--- src/include/ppms_defines.svh ---
/*
 * Constants of the push-pull mode sequencer: timing figures and derived counts.
 * Assumes a single 125 MHz clock; included by bare name.
 */
`ifndef PPMS_DEFINES_SVH
`define PPMS_DEFINES_SVH

`define PPMS_CLK_MHZ 125
`define PPMS_EN_FILTER_NS 5000
`define PPMS_EN_FILTER_CYC ((`PPMS_EN_FILTER_NS * `PPMS_CLK_MHZ + 999) / 1000)
`define PPMS_DEADTIME_NS 70
`define PPMS_DEADTIME_CYC ((`PPMS_DEADTIME_NS * `PPMS_CLK_MHZ + 999) / 1000)
`define PPMS_OSC_HALF_CYC 63
`define PPMS_SYNC_LOSS_CYC 250
`define PPMS_CNT_W 16

`endif

--- src/include/ppms_pkg.sv ---
/*
 * Types of the push-pull mode sequencer.
 * Assumes ppms_defines.svh is available on the include path.
 */
package ppms_pkg;
  typedef enum logic [4:0] {
    PPMS_SHUTDOWN = 5'h01,
    PPMS_STARTUP = 5'h02,
    PPMS_SOFTSTART = 5'h04,
    PPMS_OPERATE = 5'h08,
    PPMS_FAULT = 5'h10
  } ppms_state_type;
endpackage : ppms_pkg

--- src/include/ppms_phase_if.sv ---
/*
 * Interface carrying the phase request and gate results between the sequencer and the gate stage.
 * Assumes one clock shared by both ends.
 */
`timescale 1ns/1ps
interface ppms_phase_if;
  logic run;
  logic tick;
  logic gate_a;
  logic gate_b;
  modport ctrl (output run, output tick, input gate_a, input gate_b);
  modport gate (input run, input tick, output gate_a, output gate_b);
endinterface : ppms_phase_if

--- src/core/ppms_sequencer.sv ---
/*
 * Mode sequencer of a push-pull transformer driver: shutdown, start-up, soft-start,
 * operation and fault, with external sync and tri-state switch outputs.
 * Assumes comparator flags, soft-start done and sync clock are synchronous to CLK_IN.
 */
`timescale 1ns/1ps
`include "ppms_defines.svh"

////////////////////////////////////////////////////////////////////////////
// Behaviour
// Shutdown while filtered enable is low.
// Enable high, supply low: switches inactive.
// Switch only with supply and enable good.
// Enable passes a 5 us glitch filter.
// Undriven enable defaults to shutdown.
// Over-temperature stops switching immediately.
// Resume only after temperature below lower threshold.
// Start-up runs oscillator once conditions met.
// Soft-start on power-up or enable rise.
// Over-current ignored during soft-start.
// Operation after soft-start, fixed frequency.
// Drains tri-stated when disabled or supply low.
// Sync mode divides external clock by two.
// Sync mode sticks; lost clock halts switching.
// No duty control or spread spectrum in sync.
// External clock high-Z until supply up.
// Two complementary 50% phase signals.
// Dead-time with both gates low.
// Dead-time about 70 ns.
// Floating clock input halts switching.
// Mode state machine; faults force switching off.
// Enable filter needs full stable interval.
module ppms_sequencer import ppms_pkg::*; #(
  parameter int OSC_HALF_CYC = `PPMS_OSC_HALF_CYC,
  parameter int SYNC_LOSS_CYC = `PPMS_SYNC_LOSS_CYC,
  parameter int EN_FILTER_CYC = `PPMS_EN_FILTER_CYC,
  parameter int DEAD_CYC = `PPMS_DEADTIME_CYC
) (
  input wire logic CLK_IN,
  input wire logic RSTN_IN,
  input wire logic ENABLE_LOCKOUT_IN,
  input wire logic SUPPLY_OK_IN,
  input wire logic THERMAL_HOT_IN,
  input wire logic THERMAL_COOL_IN,
  input wire logic SOFTSTART_DONE_IN,
  input wire logic OVERCURRENT_TRIP_IN,
  input wire logic CLK_FLOATING_IN,
  input wire logic SYNC_CLK_IN,
  input wire logic SYNC_SELECT_IN,
  input wire logic DUTY_CONTROL_IN,
  input wire logic SPREAD_SPECTRUM_IN,
  output logic SWITCH_DRAIN_A_OUT,
  output logic SWITCH_DRAIN_A_OE_OUT,
  output logic SWITCH_DRAIN_B_OUT,
  output logic SWITCH_DRAIN_B_OE_OUT,
  output logic SOFTSTART_RUN_OUT,
  output logic OSC_RUN_OUT,
  output logic SYNC_MODE_OUT,
  output logic THERMAL_SHUTDOWN_OUT,
  output logic DUTY_CONTROL_ACTIVE_OUT,
  output logic SPREAD_SPECTRUM_ACTIVE_OUT,
  output logic [4:0] MODE_OUT
);
  ppms_state_type state_q, state_d;
  logic en_filt;
  logic en_filt_prev_q, en_filt_prev_d;
  logic tsd_q, tsd_d;
  logic sync_q, sync_d;
  logic sync_lost_q, sync_lost_d;
  logic sclk_prev_q, sclk_prev_d;
  logic [`PPMS_CNT_W-1:0] osc_cnt_q, osc_cnt_d;
  logic [`PPMS_CNT_W-1:0] loss_cnt_q, loss_cnt_d;
  logic tick;
  logic run;
  logic halt;
  logic oc_block;
  // Pin registers
  logic sd_a_q, sd_a_d;
  logic sd_b_q, sd_b_d;
  logic oe_q, oe_d;
  logic ss_q, ss_d;
  logic osc_q, osc_d;
  logic dc_q, dc_d;
  logic ssm_q, ssm_d;

  // Soft-start and operation are the only modes that may drive the gates
  function automatic logic drives_gates(input ppms_state_type mode);
    return (mode == PPMS_SOFTSTART) || (mode == PPMS_OPERATE);
  endfunction : drives_gates

  ppms_phase_if ph ();

  // Raw enable is noisy; nothing below acts on it unfiltered

  ppms_enable_filter #(.FILTER_CYC(EN_FILTER_CYC)) u_filter (
    .clk_in(CLK_IN),
    .rstn_in(RSTN_IN),
    .raw_in(ENABLE_LOCKOUT_IN),
    .filt_out(en_filt)
  );

  // Gate stage owns phase and dead time; this module only grants run and ticks
  ppms_gate_stage #(.DEAD_CYC(DEAD_CYC)) u_gate (
    .clk_in(CLK_IN),
    .rstn_in(RSTN_IN),
    .ph(ph)
  );

  ////////////////////////////////////////////////////////////////////////////
  // Thermal latch with hysteresis
  // Hot wins over cool, so a flapping sensor keeps the stage off
  always_comb begin
    tsd_d = tsd_q;
    if (THERMAL_HOT_IN) begin
      tsd_d = 1'b1;
    end else if (THERMAL_COOL_IN) begin
      tsd_d = 1'b0;
    end
  end

  always_ff @(posedge CLK_IN) begin
    if (!RSTN_IN) begin
      tsd_q <= 1'b0;
    end else begin
      tsd_q <= tsd_d;
    end
  end

  ////////////////////////////////////////////////////////////////////////////
  // Sync capture and loss detection; only reset (power cycle) leaves sync
  always_comb begin
    sync_d = sync_q;
    sync_lost_d = sync_lost_q;
    sclk_prev_d = SYNC_CLK_IN;
    loss_cnt_d = loss_cnt_q;
    if (SYNC_SELECT_IN) begin
      sync_d = 1'b1;
    end
    // Loss count runs only in sync mode; the internal oscillator needs no watchdog
    if (sync_q) begin
      if (SYNC_CLK_IN != sclk_prev_q) begin
        loss_cnt_d = '0;
      end else if (loss_cnt_q == `PPMS_CNT_W'(SYNC_LOSS_CYC - 1)) begin
        sync_lost_d = 1'b1; // Sticky until reset
      end else begin
        loss_cnt_d = loss_cnt_q + `PPMS_CNT_W'(1);
      end
    end
  end

  // Previous sync pin sample feeds both the edge and the loss detectors
  always_ff @(posedge CLK_IN) begin
    if (!RSTN_IN) begin
      sync_q <= 1'b0;
      sync_lost_q <= 1'b0;
      loss_cnt_q <= '0;
      sclk_prev_q <= 1'b0;
    end else begin
      sync_q <= sync_d;
      sync_lost_q <= sync_lost_d;
      loss_cnt_q <= loss_cnt_d;
      sclk_prev_q <= sclk_prev_d;
    end
  end

  ////////////////////////////////////////////////////////////////////////////
  // Internal oscillator half-period ticks, or sync rising edges
  // Counter restarts whenever the oscillator is off, so the first half period after a start is exact
  always_comb begin
    osc_cnt_d = '0;
    tick = 1'b0;
    if (sync_q) begin
      tick = SYNC_CLK_IN && !sclk_prev_q; // One phase flip per ext edge pair
    end else if (osc_q) begin
      if (osc_cnt_q == `PPMS_CNT_W'(OSC_HALF_CYC - 1)) begin
        tick = 1'b1;
      end else begin
        osc_cnt_d = osc_cnt_q + `PPMS_CNT_W'(1);
      end
    end
  end

  always_ff @(posedge CLK_IN) begin
    if (!RSTN_IN) begin
      osc_cnt_q <= '0;
    end else begin
      osc_cnt_q <= osc_cnt_d;
    end
  end

  ////////////////////////////////////////////////////////////////////////////
  // Mode state machine
  always_comb begin
    state_d = state_q;
    en_filt_prev_d = en_filt;
    unique case (state_q)
      PPMS_SHUTDOWN: begin
        if (en_filt) begin
          state_d = PPMS_STARTUP;
        end
      end
      PPMS_STARTUP: begin
        if (!en_filt) begin
          state_d = PPMS_SHUTDOWN;
        end else if (SUPPLY_OK_IN && !tsd_q) begin
          state_d = PPMS_SOFTSTART; // see R2
        end
      end
      PPMS_SOFTSTART: begin
        if (!en_filt || !SUPPLY_OK_IN) begin
          state_d = en_filt ? PPMS_STARTUP : PPMS_SHUTDOWN;
        end else if (tsd_q) begin
          state_d = PPMS_FAULT;
        end else if (SOFTSTART_DONE_IN) begin
          state_d = PPMS_OPERATE;
        end
      end
      PPMS_OPERATE: begin
        if (!en_filt || !SUPPLY_OK_IN) begin
          state_d = en_filt ? PPMS_STARTUP : PPMS_SHUTDOWN;
        end else if (tsd_q) begin
          state_d = PPMS_FAULT;
        end
      end
      // Fault clears only through start-up, so soft-start always reruns
      PPMS_FAULT: begin
        if (!en_filt) begin
          state_d = PPMS_SHUTDOWN;
        end else if (!tsd_q) begin
          state_d = PPMS_STARTUP; // Restart via soft-start
        end
      end
      default: state_d = PPMS_SHUTDOWN;
    endcase
    if (en_filt && !en_filt_prev_q && state_q != PPMS_SHUTDOWN) begin
      state_d = PPMS_STARTUP; // Enable rise reruns soft-start
    end
  end

  // Previous enable resets low like the filter, else reset looks like a rise
  always_ff @(posedge CLK_IN) begin
    if (!RSTN_IN) begin
      state_q <= PPMS_SHUTDOWN;
      en_filt_prev_q <= 1'b0;
    end else begin
      state_q <= state_d;
      en_filt_prev_q <= en_filt_prev_d;
    end
  end

  ////////////////////////////////////////////////////////////////////////////
  // Switching permission and outputs
  // Over-current only acts once operating; ignored in soft-start
  assign oc_block = (state_q == PPMS_OPERATE) && OVERCURRENT_TRIP_IN;
  assign halt = tsd_q || THERMAL_HOT_IN || CLK_FLOATING_IN || (sync_q && sync_lost_q); // see R6
  assign run = drives_gates(state_q) && en_filt && SUPPLY_OK_IN && !halt;
  assign ph.run = run && !oc_block;
  assign ph.tick = tick;

  ////////////////////////////////////////////////////////////////////////////
  // Pin registers
  always_comb begin
    // Gates masked by run, so a fault bites at the very next edge
    sd_a_d = ph.gate_a && ph.run;
    sd_b_d = ph.gate_b && ph.run;
    oe_d = en_filt && SUPPLY_OK_IN; // Tri-state when off
    ss_d = (state_d == PPMS_SOFTSTART);
    osc_d = drives_gates(state_d);
    dc_d = DUTY_CONTROL_IN && !sync_d;
    ssm_d = SPREAD_SPECTRUM_IN && !sync_d;
  end

  always_ff @(posedge CLK_IN) begin
    if (!RSTN_IN) begin
      sd_a_q <= 1'b0;
      sd_b_q <= 1'b0;
      oe_q <= 1'b0;
      ss_q <= 1'b0;
      osc_q <= 1'b0;
      dc_q <= 1'b0;
      ssm_q <= 1'b0;
    end else begin
      sd_a_q <= sd_a_d;
      sd_b_q <= sd_b_d;
      oe_q <= oe_d;
      ss_q <= ss_d;
      osc_q <= osc_d;
      dc_q <= dc_d;
      ssm_q <= ssm_d;
    end
  end

  assign SWITCH_DRAIN_A_OUT = sd_a_q;
  assign SWITCH_DRAIN_B_OUT = sd_b_q;
  assign SWITCH_DRAIN_A_OE_OUT = oe_q;
  assign SWITCH_DRAIN_B_OE_OUT = oe_q;
  assign SOFTSTART_RUN_OUT = ss_q;
  assign OSC_RUN_OUT = osc_q;
  assign SYNC_MODE_OUT = sync_q;
  assign THERMAL_SHUTDOWN_OUT = tsd_q;
  assign DUTY_CONTROL_ACTIVE_OUT = dc_q;
  assign SPREAD_SPECTRUM_ACTIVE_OUT = ssm_q;
  assign MODE_OUT = state_q;
endmodule : ppms_sequencer

--- src/core/ppms_enable_filter.sv ---
/*
 * Glitch filter for the enable comparator: output changes after a stable interval.
 * Assumes the input is synchronous to the clock.
 */
`timescale 1ns/1ps
`include "ppms_defines.svh"
module ppms_enable_filter import ppms_pkg::*; #(
  parameter int FILTER_CYC = `PPMS_EN_FILTER_CYC
) (
  input wire logic clk_in,
  input wire logic rstn_in,
  input wire logic raw_in,
  output logic filt_out
);
  logic [`PPMS_CNT_W-1:0] cnt_q, cnt_d;
  logic filt_q, filt_d;

  ////////////////////////////////////////////////////////////////////////////
  always_comb begin
    cnt_d = '0;
    filt_d = filt_q;
    if (raw_in != filt_q) begin
      if (cnt_q == `PPMS_CNT_W'(FILTER_CYC - 1)) begin // see R4
        filt_d = raw_in;
      end else begin
        cnt_d = cnt_q + `PPMS_CNT_W'(1);
      end
    end
  end

  always_ff @(posedge clk_in) begin
    if (!rstn_in) begin
      cnt_q <= '0;
      filt_q <= 1'b0; // Floating pin reads as off
    end else begin
      cnt_q <= cnt_d;
      filt_q <= filt_d;
    end
  end
  assign filt_out = filt_q;
endmodule : ppms_enable_filter

--- src/core/ppms_gate_stage.sv ---
/*
 * Divide-by-two phase generator with break-before-make dead time.
 * Assumes tick pulses mark oscillator edges; run low forces both gates low at once.
 */
`timescale 1ns/1ps
`include "ppms_defines.svh"
module ppms_gate_stage import ppms_pkg::*; #(
  parameter int DEAD_CYC = `PPMS_DEADTIME_CYC
) (
  input wire logic clk_in,
  input wire logic rstn_in,
  ppms_phase_if.gate ph
);
  logic phase_q, phase_d;
  logic [7:0] dead_q, dead_d;
  logic ga_q, ga_d, gb_q, gb_d;

  ////////////////////////////////////////////////////////////////////////////
  always_comb begin
    phase_d = phase_q;
    dead_d = dead_q;
    ga_d = ga_q;
    gb_d = gb_q;
    if (!ph.run) begin
      phase_d = 1'b0;
      dead_d = 8'(DEAD_CYC);
      ga_d = 1'b0;
      gb_d = 1'b0;
    end else if (ph.tick) begin
      phase_d = ~phase_q; // 50% complementary phases, see R17
      dead_d = 8'(DEAD_CYC);
      ga_d = 1'b0; // Both low first
      gb_d = 1'b0;
    end else if (dead_q != 8'h00) begin
      dead_d = dead_q - 8'h01;
    end else begin
      ga_d = phase_q;
      gb_d = ~phase_q;
    end
  end

  always_ff @(posedge clk_in) begin
    if (!rstn_in) begin
      phase_q <= 1'b0;
      dead_q <= 8'(DEAD_CYC);
      ga_q <= 1'b0;
      gb_q <= 1'b0;
    end else begin
      phase_q <= phase_d;
      dead_q <= dead_d;
      ga_q <= ga_d;
      gb_q <= gb_d;
    end
  end
  assign ph.gate_a = ga_q;
  assign ph.gate_b = gb_q;
endmodule : ppms_gate_stage

--- config.mk ---
export PLATFORM = sky130hd
export DESIGN_NAME = ppms_sequencer
export DESIGN_NICKNAME = d
export VERILOG_FILES = /design/src/include/ppms_pkg.sv /design/src/include/ppms_phase_if.sv /design/src/core/ppms_sequencer.sv /design/src/core/ppms_enable_filter.sv /design/src/core/ppms_gate_stage.sv
export VERILOG_INCLUDE_DIRS = /design/src /design/src/include
export SDC_FILE = /design/constraint.sdc
export NUM_CORES = 1
export LEC_CHECK = 0
export ABC_AREA = 0
export BUFFER_PORTS_ARGS = -buffer_cell sky130_fd_sc_hd__buf_2
export CELL_PAD_IN_SITES_DETAIL_PLACEMENT = 1
export CELL_PAD_IN_SITES_GLOBAL_PLACEMENT = 1
export CORE_ASPECT_RATIO = 1.1
export CORE_MARGIN = 1
export CORE_UTILIZATION = 25
export CTS_CLUSTER_SIZE = 12
export DETAILED_ROUTE_END_ITERATION = 10
export GPL_TIMING_DRIVEN = 0
export PLACE_DENSITY = 0.51
export SLEW_MARGIN = 25
export SYNTH_ARGS = -nofsm -noshare
export SYNTH_HDL_FRONTEND = slang
export SYNTH_SLANG_ARGS = --single-unit
--- constraint.sdc ---
create_clock -name CLK_IN -period 2.4 [get_ports CLK_IN]
set_clock_uncertainty 0.1 [all_clocks]
set_input_delay 0.24 -clock CLK_IN [delete_from_list [all_inputs] [get_ports CLK_IN]]
set_output_delay 0.24 -clock CLK_IN [all_outputs]
set_load 0.05 [all_outputs]
==> results of run 1 <==
-- worst max-delay path: cells and delay by family, from the launching register on --
kind,cells,cell delay (ns)
adder cells (fa/ha/maj),1,0.13
AND/OR/NAND/NOR,4,0.91
flip-flops,1,0.33
buffers and inverters,2,0.48
-- power groups by stage --
| stage | Clock, W | Sequential, W | Combinational (W) |
|---|---|---|---|
| global route | 0.00156 | 0.00130 | 0.0000988 |
| detailed placement | 0 | 0.00133 | 0.0000902 |
| finish | 0.00144 | 0.00130 | 0.0000877 |
| floorplan | 0 | 0.00134 | 0.0000469 |
| global placement | 0 | 0.00133 | 0.0000891 |
| CTS | 0.00150 | 0.00130 | 0.0000906 |
-- kinds of logic after synthesis --
kind of cell	after synthesis
fa+ha+maj	8
simple gates	193
compound gates	37
xor+xnor	47
flops	77
buf+inv	26
mux	4
-- area by class of cell --
| class | instances | area, um^2 | share of cell area (%) |
|---|---|---|---|
| clock buffer | 10 | 239 | 5.74 |
| tap | 184 | 230 | 5.53 |
| sequential | 77 | 1540 | 37.1 |
| clock inverter | 5 | 75.1 | 1.80 |
| buffer | 11 | 61.3 | 1.47 |
| timing repair buffer | 27 | 135 | 3.25 |
| inverter | 15 | 56.3 | 1.35 |
| multi-input combinational | 289 | 1820 | 43.8 |
-- final timing paths --
check	slack, ns	to	depth (start not counted)	startpoint
worst max-delay path	0.33	osc_cnt_q[13]$_SDFF_PP0_	7	osc_cnt_q[0]$_SDFF_PP0_
worst min register to register	0.35	u_gate.ph.gate_a$_SDFFE_PP0N_	2	u_gate.ph.gate_a$_SDFFE_PP0N_
worst max register to register	0.33	osc_cnt_q[13]$_SDFF_PP0_	7	osc_cnt_q[0]$_SDFF_PP0_
worst min-delay path	0.04	SPREAD_SPECTRUM_ACTIVE_OUT$_SDFF_PN0_	2	SPREAD_SPECTRUM_IN
-- metal layers --
layer	vias up	wire length (um)	GRT usage, %
met5	-	0	0
met4	0	121	5.27
met3	8	230	3.42
met2	31	3670	19.4
met1	1352	3840	15.0
li1	1422	-	-
-- sequential cells by signal, indices dropped and copies added (netlist names), 5 cells and up --
| register | count |
|---|---|
| MODE_OUT | 5 |
| loss_cnt_q | 16 |
| osc_cnt_q | 16 |
| u_filter.cnt_q | 16 |
| u_gate.dead_q | 8 |
-- through the flow --
stage	util (%)	setup slack (ns)	std cells
after floorplan	-	0.429	392
after global placement	28.8	0.304	603
after detailed placement	28.8	0.226	603
after CTS	31.1	0.246	618
after global routing	31.1	0.0746	618
final	31.1	0.330	618
-- cells in the final DEF (no fill, tap or decap), types with 8 or more instances in the layout --
master / netlist / layout
nor3_1: 10 / 10
nand4_1: 13 / 13
nand2_1: 29 / 29
and3_1: 11 / 11
nor2b_1: 9 / 9
buf_2: 1 / 28
inv_1: 13 / 13
nand3_1: 17 / 17
nor2_1: 65 / 65
clkbuf_16: 0 / 9
a21oi_1: 8 / 8
xor2_1: 32 / 32
dfxtp_1: 77 / 77
ha_1: 8 / 8
xnor2_1: 15 / 15
==> impl_metrics.yaml, run 1 <==
drt:
  via_per_inst: 4.55
  drt_pass1_iterations: 5
  routed_wl_mm: 7.86
  vias: 2813
  routedWlPerCell_um: 12.7
  drtAntennaViolNets: 0
  drt_iter0_markers: 136
  drc: 0
placement:
  io_buffer_count: 27
  place_congestion: 0.786
  dp_hpwl_mm: 5.74
  place_area_um2: 3850
timing:
  min_period_ns: 2.07
  maxSlewHeadroom_pct: 52.8
  worst_slew_pin_slew_ns: 0.702
  hold_viol: 0
  finalSetupViolCount: 0
  finalSetupTns_ns: 0
  rsz0062_at_grt: "false"
  period_share_pct: 86.3
  worst_hold_slack_ns: 0.0359
  drv_slew: 0
  fmax_mhz: 483
clock_network:
  cts_buffer_depth: 2
  cts.sinks: 77
  clock_latency_ns: 0.33
  cts_hold_repair.buffers: 0
  clk_pin_slew_worst_paths_ns: 0.05
  cts_tree: "yes"
  htreeDepth: 3
  cts_setup_buffers: 0
  cts-root-buf: "clkbuf_16"
  cts-buffers-inserted: 9
  ctsResizeCount: 0
critical_path:
  slowest_stage: "clkbuf_1"
  cp.arrival_ns: 2.17
  cp-start-kind: "flop"
  crit_path_max_fanout: 10
  required_ns: 2.50
  cp-end-kind: "flop"
  path_class: "reg2reg"
  crit_path_frequent_cell: "nand4_1"
  path_cells: "inv_1, ha_1, nor4bb_1, nand4_1, nand4_1, clkbuf_1, nor2_1"
  cpPeakStageDelay_ns: 0.42
yosys:
  netlist_area_um2: 3480
  synth-main-ff-cell: "dfxtp_1"
  synth-compound-area-share_pct: 7.80
  synth_fa_ha_area_share_pct: 2.88
  yosysWarnings: 0
  synth_edf_count: 0
  synth_area_per_cell_um2: 8.88
  ys_types: 53
  synth_top_family_by_area: "simple AND/OR/NAND/NOR gates"
  synthCells: 392
  synthMuxAreaShare_pct: 1.19
  ys_top_cells_by_area: "dfxtp_1, xor2_1, nor2_1, xnor2_1, nand2_1"
  ys_seq_area_share_pct: 44.3
  synth_top_area_share_pct: 44.3
  synth_commonest_cells: "dfxtp_1, nor2_1, xor2_1, nand2_1, nand3_1"
  yosysMostFrequentCell: "dfxtp_1"
  synth_top_area_cell: "dfxtp_1"
  async_flop_share_pct: 0
  synth_xor_area_share_pct: 11.8
  ys_ff_latch: 77
  synth_nets: 413
  synthSimpleGateAreaFrac_pct: 28.6
die:
  core_um2: 13400
  die-width_um: 115
  die_area_um2: 14400
  num_rows: 44
  ioPinCount: 28
  fp.dieH_um: 126
  start_util_pct: 26.0
status:
  status: "finished, final reports clean"
job:
  max_cap_violations: 0
global_route:
  grt_start_max_net_pins: 13
  antenna_found_initial: 0
  first_global_vias: 2858
  grt_pass1_wl_mm: 13.6
  gr-usage-all-layers_pct: 12.1
  gr-total-overflow: 0
final_layout:
  fillCellCount: 1569
  stdcell_area_um2: 4160
  area_growth_pct: 19.5
  final_nets: 451
  drive_above_1_share_pct: 12.9
  antenna_cells: 0
pwr:
  vdd_drop_max_mv: 0.299
  power_w: 0.00283
  p_sw_w: 0.000583
  pwr-share-seq_pct: 45.9
  switching_share_pct: 20.6
  powerDensity_nw_per_um2: 680
  p_int_w: 0.00225
  p_leak_nw: 1.54
  p_clk_share_pct: 51.0
  comb_power_share_pct: 3.1
worst_hold_path:
  hp-class: "in2reg"
Power figures use the tool's default switching activity.
==> inputs of run 2 (changes only) <==
GPL_TIMING_DRIVEN = not set   (was 0)
==> impl_metrics.yaml, run 2 (same netlist as run 1, synthesis figures left out) <==
clock_network:
  cts.sinks: 77
  cts_hold_repair.buffers: 0
  clock_latency_ns: 0.33
  clk_pin_slew_worst_paths_ns: 0.06
  htreeDepth: 3
  cts_buffer_depth: 2
  cts-buffers-inserted: 9
  cts_tree: "yes"
  ctsResizeCount: 0
  cts-root-buf: "clkbuf_16"
  cts_setup_buffers: 0
timing:
  min_period_ns: 1.87
  fmax_mhz: 534
  maxSlewHeadroom_pct: 62.8
  hold_viol: 0
  drv_slew: 0
  finalSetupViolCount: 0
  period_share_pct: 78.0
  worst_slew_pin_slew_ns: 0.554
  rsz0062_at_grt: "false"
  worst_slack_ns: 0.528
  finalSetupTns_ns: 0
pwr:
  switching_share_pct: 21.0
  vdd_drop_max_mv: 0.280
  comb_power_share_pct: 2.9
  p_sw_w: 0.000598
  p_clk_share_pct: 51.5
  powerDensity_nw_per_um2: 685
  p_int_w: 0.00225
  pwr-share-seq_pct: 45.6
  p_leak_nw: 1.55
final_layout:
  final_nets: 447
  drive_above_1_share_pct: 13.9
  final-seq-area_um2: 1540
  area_growth_pct: 19.6
  stdcell_area_um2: 4160
  top_regs: "loss_cnt_q: 16 flops, osc_cnt_q: 16 flops, u_filter.cnt_q: 16 flops"
  layout.cells.most_common: "dfxtp_1"
  fillCellCount: 1582
  final_cell_mix: "dfxtp_1, nor2_1, xor2_1, nand2_1, buf_2"
  multi_input_area_um2: 1820
  antenna_cells: 0
global_route:
  gr-total-overflow: 0
  grt_pass1_wl_mm: 13.7
  antenna_found_initial: 0
  gr-usage-all-layers_pct: 12.2
  grt_start_max_net_pins: 17
  first_global_vias: 2801
critical_path:
  cp.arrival_ns: 2.05
  path_class: "reg2reg"
  required_ns: 2.58
  cp-start-kind: "flop"
  crit_path_max_fanout: 5
  cp-end-kind: "flop"
drt:
  via_per_inst: 4.53
  routed_wl_mm: 7.91
  drt_iter0_markers: 150
  drt_pass1_iterations: 4
  routedWlPerCell_um: 12.9
  drc: 0
  vias: 2785
  drtAntennaViolNets: 0
die:
  ioPinCount: 28
  num_rows: 44
  core_um2: 13400
  die-width_um: 115
  die_area_um2: 14400
  start_util_pct: 26.0
  fp.dieH_um: 126
placement:
  dp_hpwl_mm: 5.80
  place_congestion: 0.777
  io_buffer_count: 27
  place_area_um2: 3840
  dp_slack_ns: 0.559
status:
  status: "finished, final reports clean"
worst_hold_path:
  hp-class: "in2reg"
job:
  max_cap_violations: 0
[run 2: changes by cell type in the layout (fill, tap and decap cells not counted), sizes merged]
| cell | delta |
|---|---|
| buf | +3 |
| clkinvlp | +1 |
| clkbuf | -7 |
[run 2: final timing paths]
kind | slack (ns) | cells after the start | startpoint | to
max | 0.53 | 5 | loss_cnt_q[11]$_SDFFE_PN0P_ | loss_cnt_q[2]$_SDFFE_PN0P_
min reg2reg | 0.36 | 2 | u_gate.phase_q$_SDFFE_PN0P_ | u_gate.ph.gate_a$_SDFFE_PP0N_
min | 0.03 | 2 | DUTY_CONTROL_IN | DUTY_CONTROL_ACTIVE_OUT$_SDFF_PN0_
max reg2reg | 0.53 | 5 | loss_cnt_q[11]$_SDFFE_PN0P_ | loss_cnt_q[2]$_SDFFE_PN0P_
[run 2: power by group through the flow]
stage	registers, W	clock network (W)	logic (W)
after floorplan	0.00134	0	0.0000469
after global placement	0.00133	0	0.0000828
after detailed placement	0.00133	0	0.0000849
after CTS	0.00130	0.00152	0.0000853
after global routing	0.00130	0.00158	0.0000923
final	0.00130	0.00147	0.0000827
[run 2: through the flow]
stage,total power (W),std cells,util [%],hold WS [ns]
6_report,0.00285,615,31.1,0.0349
5_1_grt,0.00298,615,31.1,0.0301
4_1_cts,0.00291,615,31.1,0.0239
3_5_place_dp,0.00142,599,28.7,0.359
3_3_place_gp,0.00141,599,28.7,0.343
2_1_floorplan,0.00138,392,-,0.264
[run 2: critical path, stage by stage (launching register included)]
cell,delay (ns)
dfxtp_1,0.35
nor4_1,0.38
nand3_1,0.17
o41a_4,0.49
a211oi_2,0.22
a31o_1,0.11
[run 2: routing by layer]
metal / GRT usage, % / routed length, um
met1: 15.6 / 3890
met2: 19.5 / 3650
met3: 2.98 / 244
met4: 5.04 / 131
met5: 0 / 0
[run 2: final cells by class]
class / instances / area share, %
timing repair buffer: 34 / 4.51
inverter: 15 / 1.35
clock buffer: 10 / 5.74
tap: 184 / 5.53
sequential: 77 / 37.0
clock inverter: 6 / 2.07
multi-input combinational: 289 / 43.8
==> inputs of run 3 (changes only) <==
PLACE_DENSITY = 0.52   (was 0.51)
clock period = 1.65 ns   (was 2.4 ns; I/O delays follow)
==> impl_metrics.yaml, run 3 (same netlist as run 1, synthesis figures left out) <==
drt:
  routed_wl_mm: 8.82
  drc: 0
  via_per_inst: 4.49
  vias: 3029
  drt_pass1_iterations: 4
  routedWlPerCell_um: 13.1
  drt_iter0_markers: 93
  drtAntennaViolNets: 0
critical_path:
  cp.arrival_ns: 1.95
  required_ns: 1.83
  timing.rr.start: "loss_cnt_q[10]$_SDFFE_PN0P_"
  reg2reg_setup_slack_ns: -0.11
  cp-start-kind: "flop"
  r2r_cells: 4
  r2r-end: "loss_cnt_q[2]$_SDFFE_PN0P_"
  path_class: "reg2reg"
  crit_path_max_fanout: 5
  cp-end-kind: "flop"
pwr:
  p_leak_nw: 1.88
  vdd_drop_max_mv: 0.419
  powerDensity_nw_per_um2: 863
  power_w: 0.00420
clock_network:
  cts_buffer_depth: 2
  htreeDepth: 3
  clock_latency_ns: 0.34
  clk_pin_slew_worst_paths_ns: 0.06
  cts.sinks: 77
  cts-buffers-inserted: 9
  cts-root-buf: "clkbuf_16"
  cts_tree: "yes"
placement:
  place_area_um2: 4270
  place_congestion: 0.772
  dp_hpwl_mm: 6.35
  io_buffer_count: 27
timing:
  hold_viol: 0
  period_share_pct: 107
  worst_slack_ns: -0.112
  min_period_ns: 1.76
  fmax_mhz: 568
  finalSetupViolCount: 3
  worst_slew_pin_slew_ns: 0.329
  maxSlewHeadroom_pct: 77.8
  finalSetupTns_ns: -0.153
  rsz0062_at_grt: "true"
  drv_slew: 0
worst_hold_path:
  min_path_cells: 2
  whs_endpoint: "sclk_prev_q$_SDFF_PN0_"
  hp-start: "SYNC_CLK_IN"
  hp-class: "in2reg"
final_layout:
  final_nets: 506
  drive_above_1_share_pct: 31.8
  stdcell_area_um2: 4860
  area_growth_pct: 39.6
  final_cell_mix: "dfxtp_1, buf_4, nor2_1, xor2_1, nand2_1"
  top_regs: "loss_cnt_q: 16 flops, osc_cnt_q: 16 flops, u_filter.cnt_q: 16 flops"
  antenna_cells: 0
  layout.cells.most_common: "dfxtp_1"
die:
  ioPinCount: 28
  die-width_um: 115
  start_util_pct: 26.0
  num_rows: 44
  die_area_um2: 14400
  fp.dieH_um: 126
  core_um2: 13400
global_route:
  gr-usage-all-layers_pct: 13.5
  antenna_found_initial: 0
  gr-total-overflow: 0
  grt_start_max_net_pins: 17
  first_global_vias: 3221
  grt_pass1_wl_mm: 15.2
status:
  failed_checks: "negative setup slack"
  status: "complete, but fails checks"
job:
  max_cap_violations: 0
==> run 3: critical path, stage by stage, from the launching register on <==
cell	delay, ns
dfxtp_1	0.31
or4b_4	0.55
o41a_4	0.41
a211oi_2	0.23
a31o_1	0.11
==> run 3: worst max path at each step <==
stage,startpoint,to,slack [ns],cells past startpoint
final,loss_cnt_q[10]$_SDFFE_PN0P_,loss_cnt_q[2]$_SDFFE_PN0P_,-0.11,4
after global routing,loss_cnt_q[10]$_SDFFE_PN0P_,loss_cnt_q[2]$_SDFFE_PN0P_,-0.16,4
after CTS,loss_cnt_q[10]$_SDFFE_PN0P_,loss_cnt_q[2]$_SDFFE_PN0P_,-0.11,4
after detailed placement,loss_cnt_q[11]$_SDFFE_PN0P_,loss_cnt_q[2]$_SDFFE_PN0P_,-0.16,5
after global placement,loss_cnt_q[11]$_SDFFE_PN0P_,loss_cnt_q[2]$_SDFFE_PN0P_,-0.14,5
after floorplan,MODE_OUT[4]$_SDFF_PN0_,u_gate.dead_q[3]$_SDFFE_PP1P_,-0.08,5
==> run 3: layout make-up <==
class                   instances  area, um^2
flip-flops and latches         77        1560
repair buffers                 93         677
clock inverters                 4        72.6
multi-input cells             289        2020
fillers                      1604        8520
inverters                      15        56.3
clock buffers                  12         246
well taps                     184         230
==> run 3: what timing repair did <==
action	CTS	global route
hold endpoints to repair	4	0
pin swaps	10	13
hold buffers	4	0
gates cloned	1	0
setup endpoints to repair	40	52
buffers inserted	1	0
gates resized for setup	17	34
==> run 3: per-stage QoR <==
stage / utilization [%] / setup slack (ns) / hold slack [ns] / cells
finish: 36.3 / -0.112 / 0.0298 / 674
global route: 36.3 / -0.164 / 0.0401 / 674
CTS: 35.4 / -0.113 / 0.0157 / 674
detailed placement: 31.9 / -0.157 / 0.298 / 652
global placement: 31.9 / -0.137 / 0.291 / 652
floorplan: - / -0.0788 / 0.189 / 392
==> run 3: power breakdown <==
| group | internal (W) | total [W] | switching (W) |
|---|---|---|---|
| clock | 0.00136 | 0.00213 | 0.000769 |
| sequential | 0.00187 | 0.00188 | 0.00000927 |
| combinational | 0.0000819 | 0.000184 | 0.000102 |
| total | 0.00332 | 0.00420 | 0.000880 |
==> run 3: layer usage <==
metal / vias to the layer above / track usage (%) / wire (um)
met5: - / 0 / 0
met1: 1452 / 16.7 / 4230
met2: 26 / 22.4 / 4210
li1: 1540 / - / -
met3: 11 / 2.50 / 198
met4: 0 / 6.19 / 181
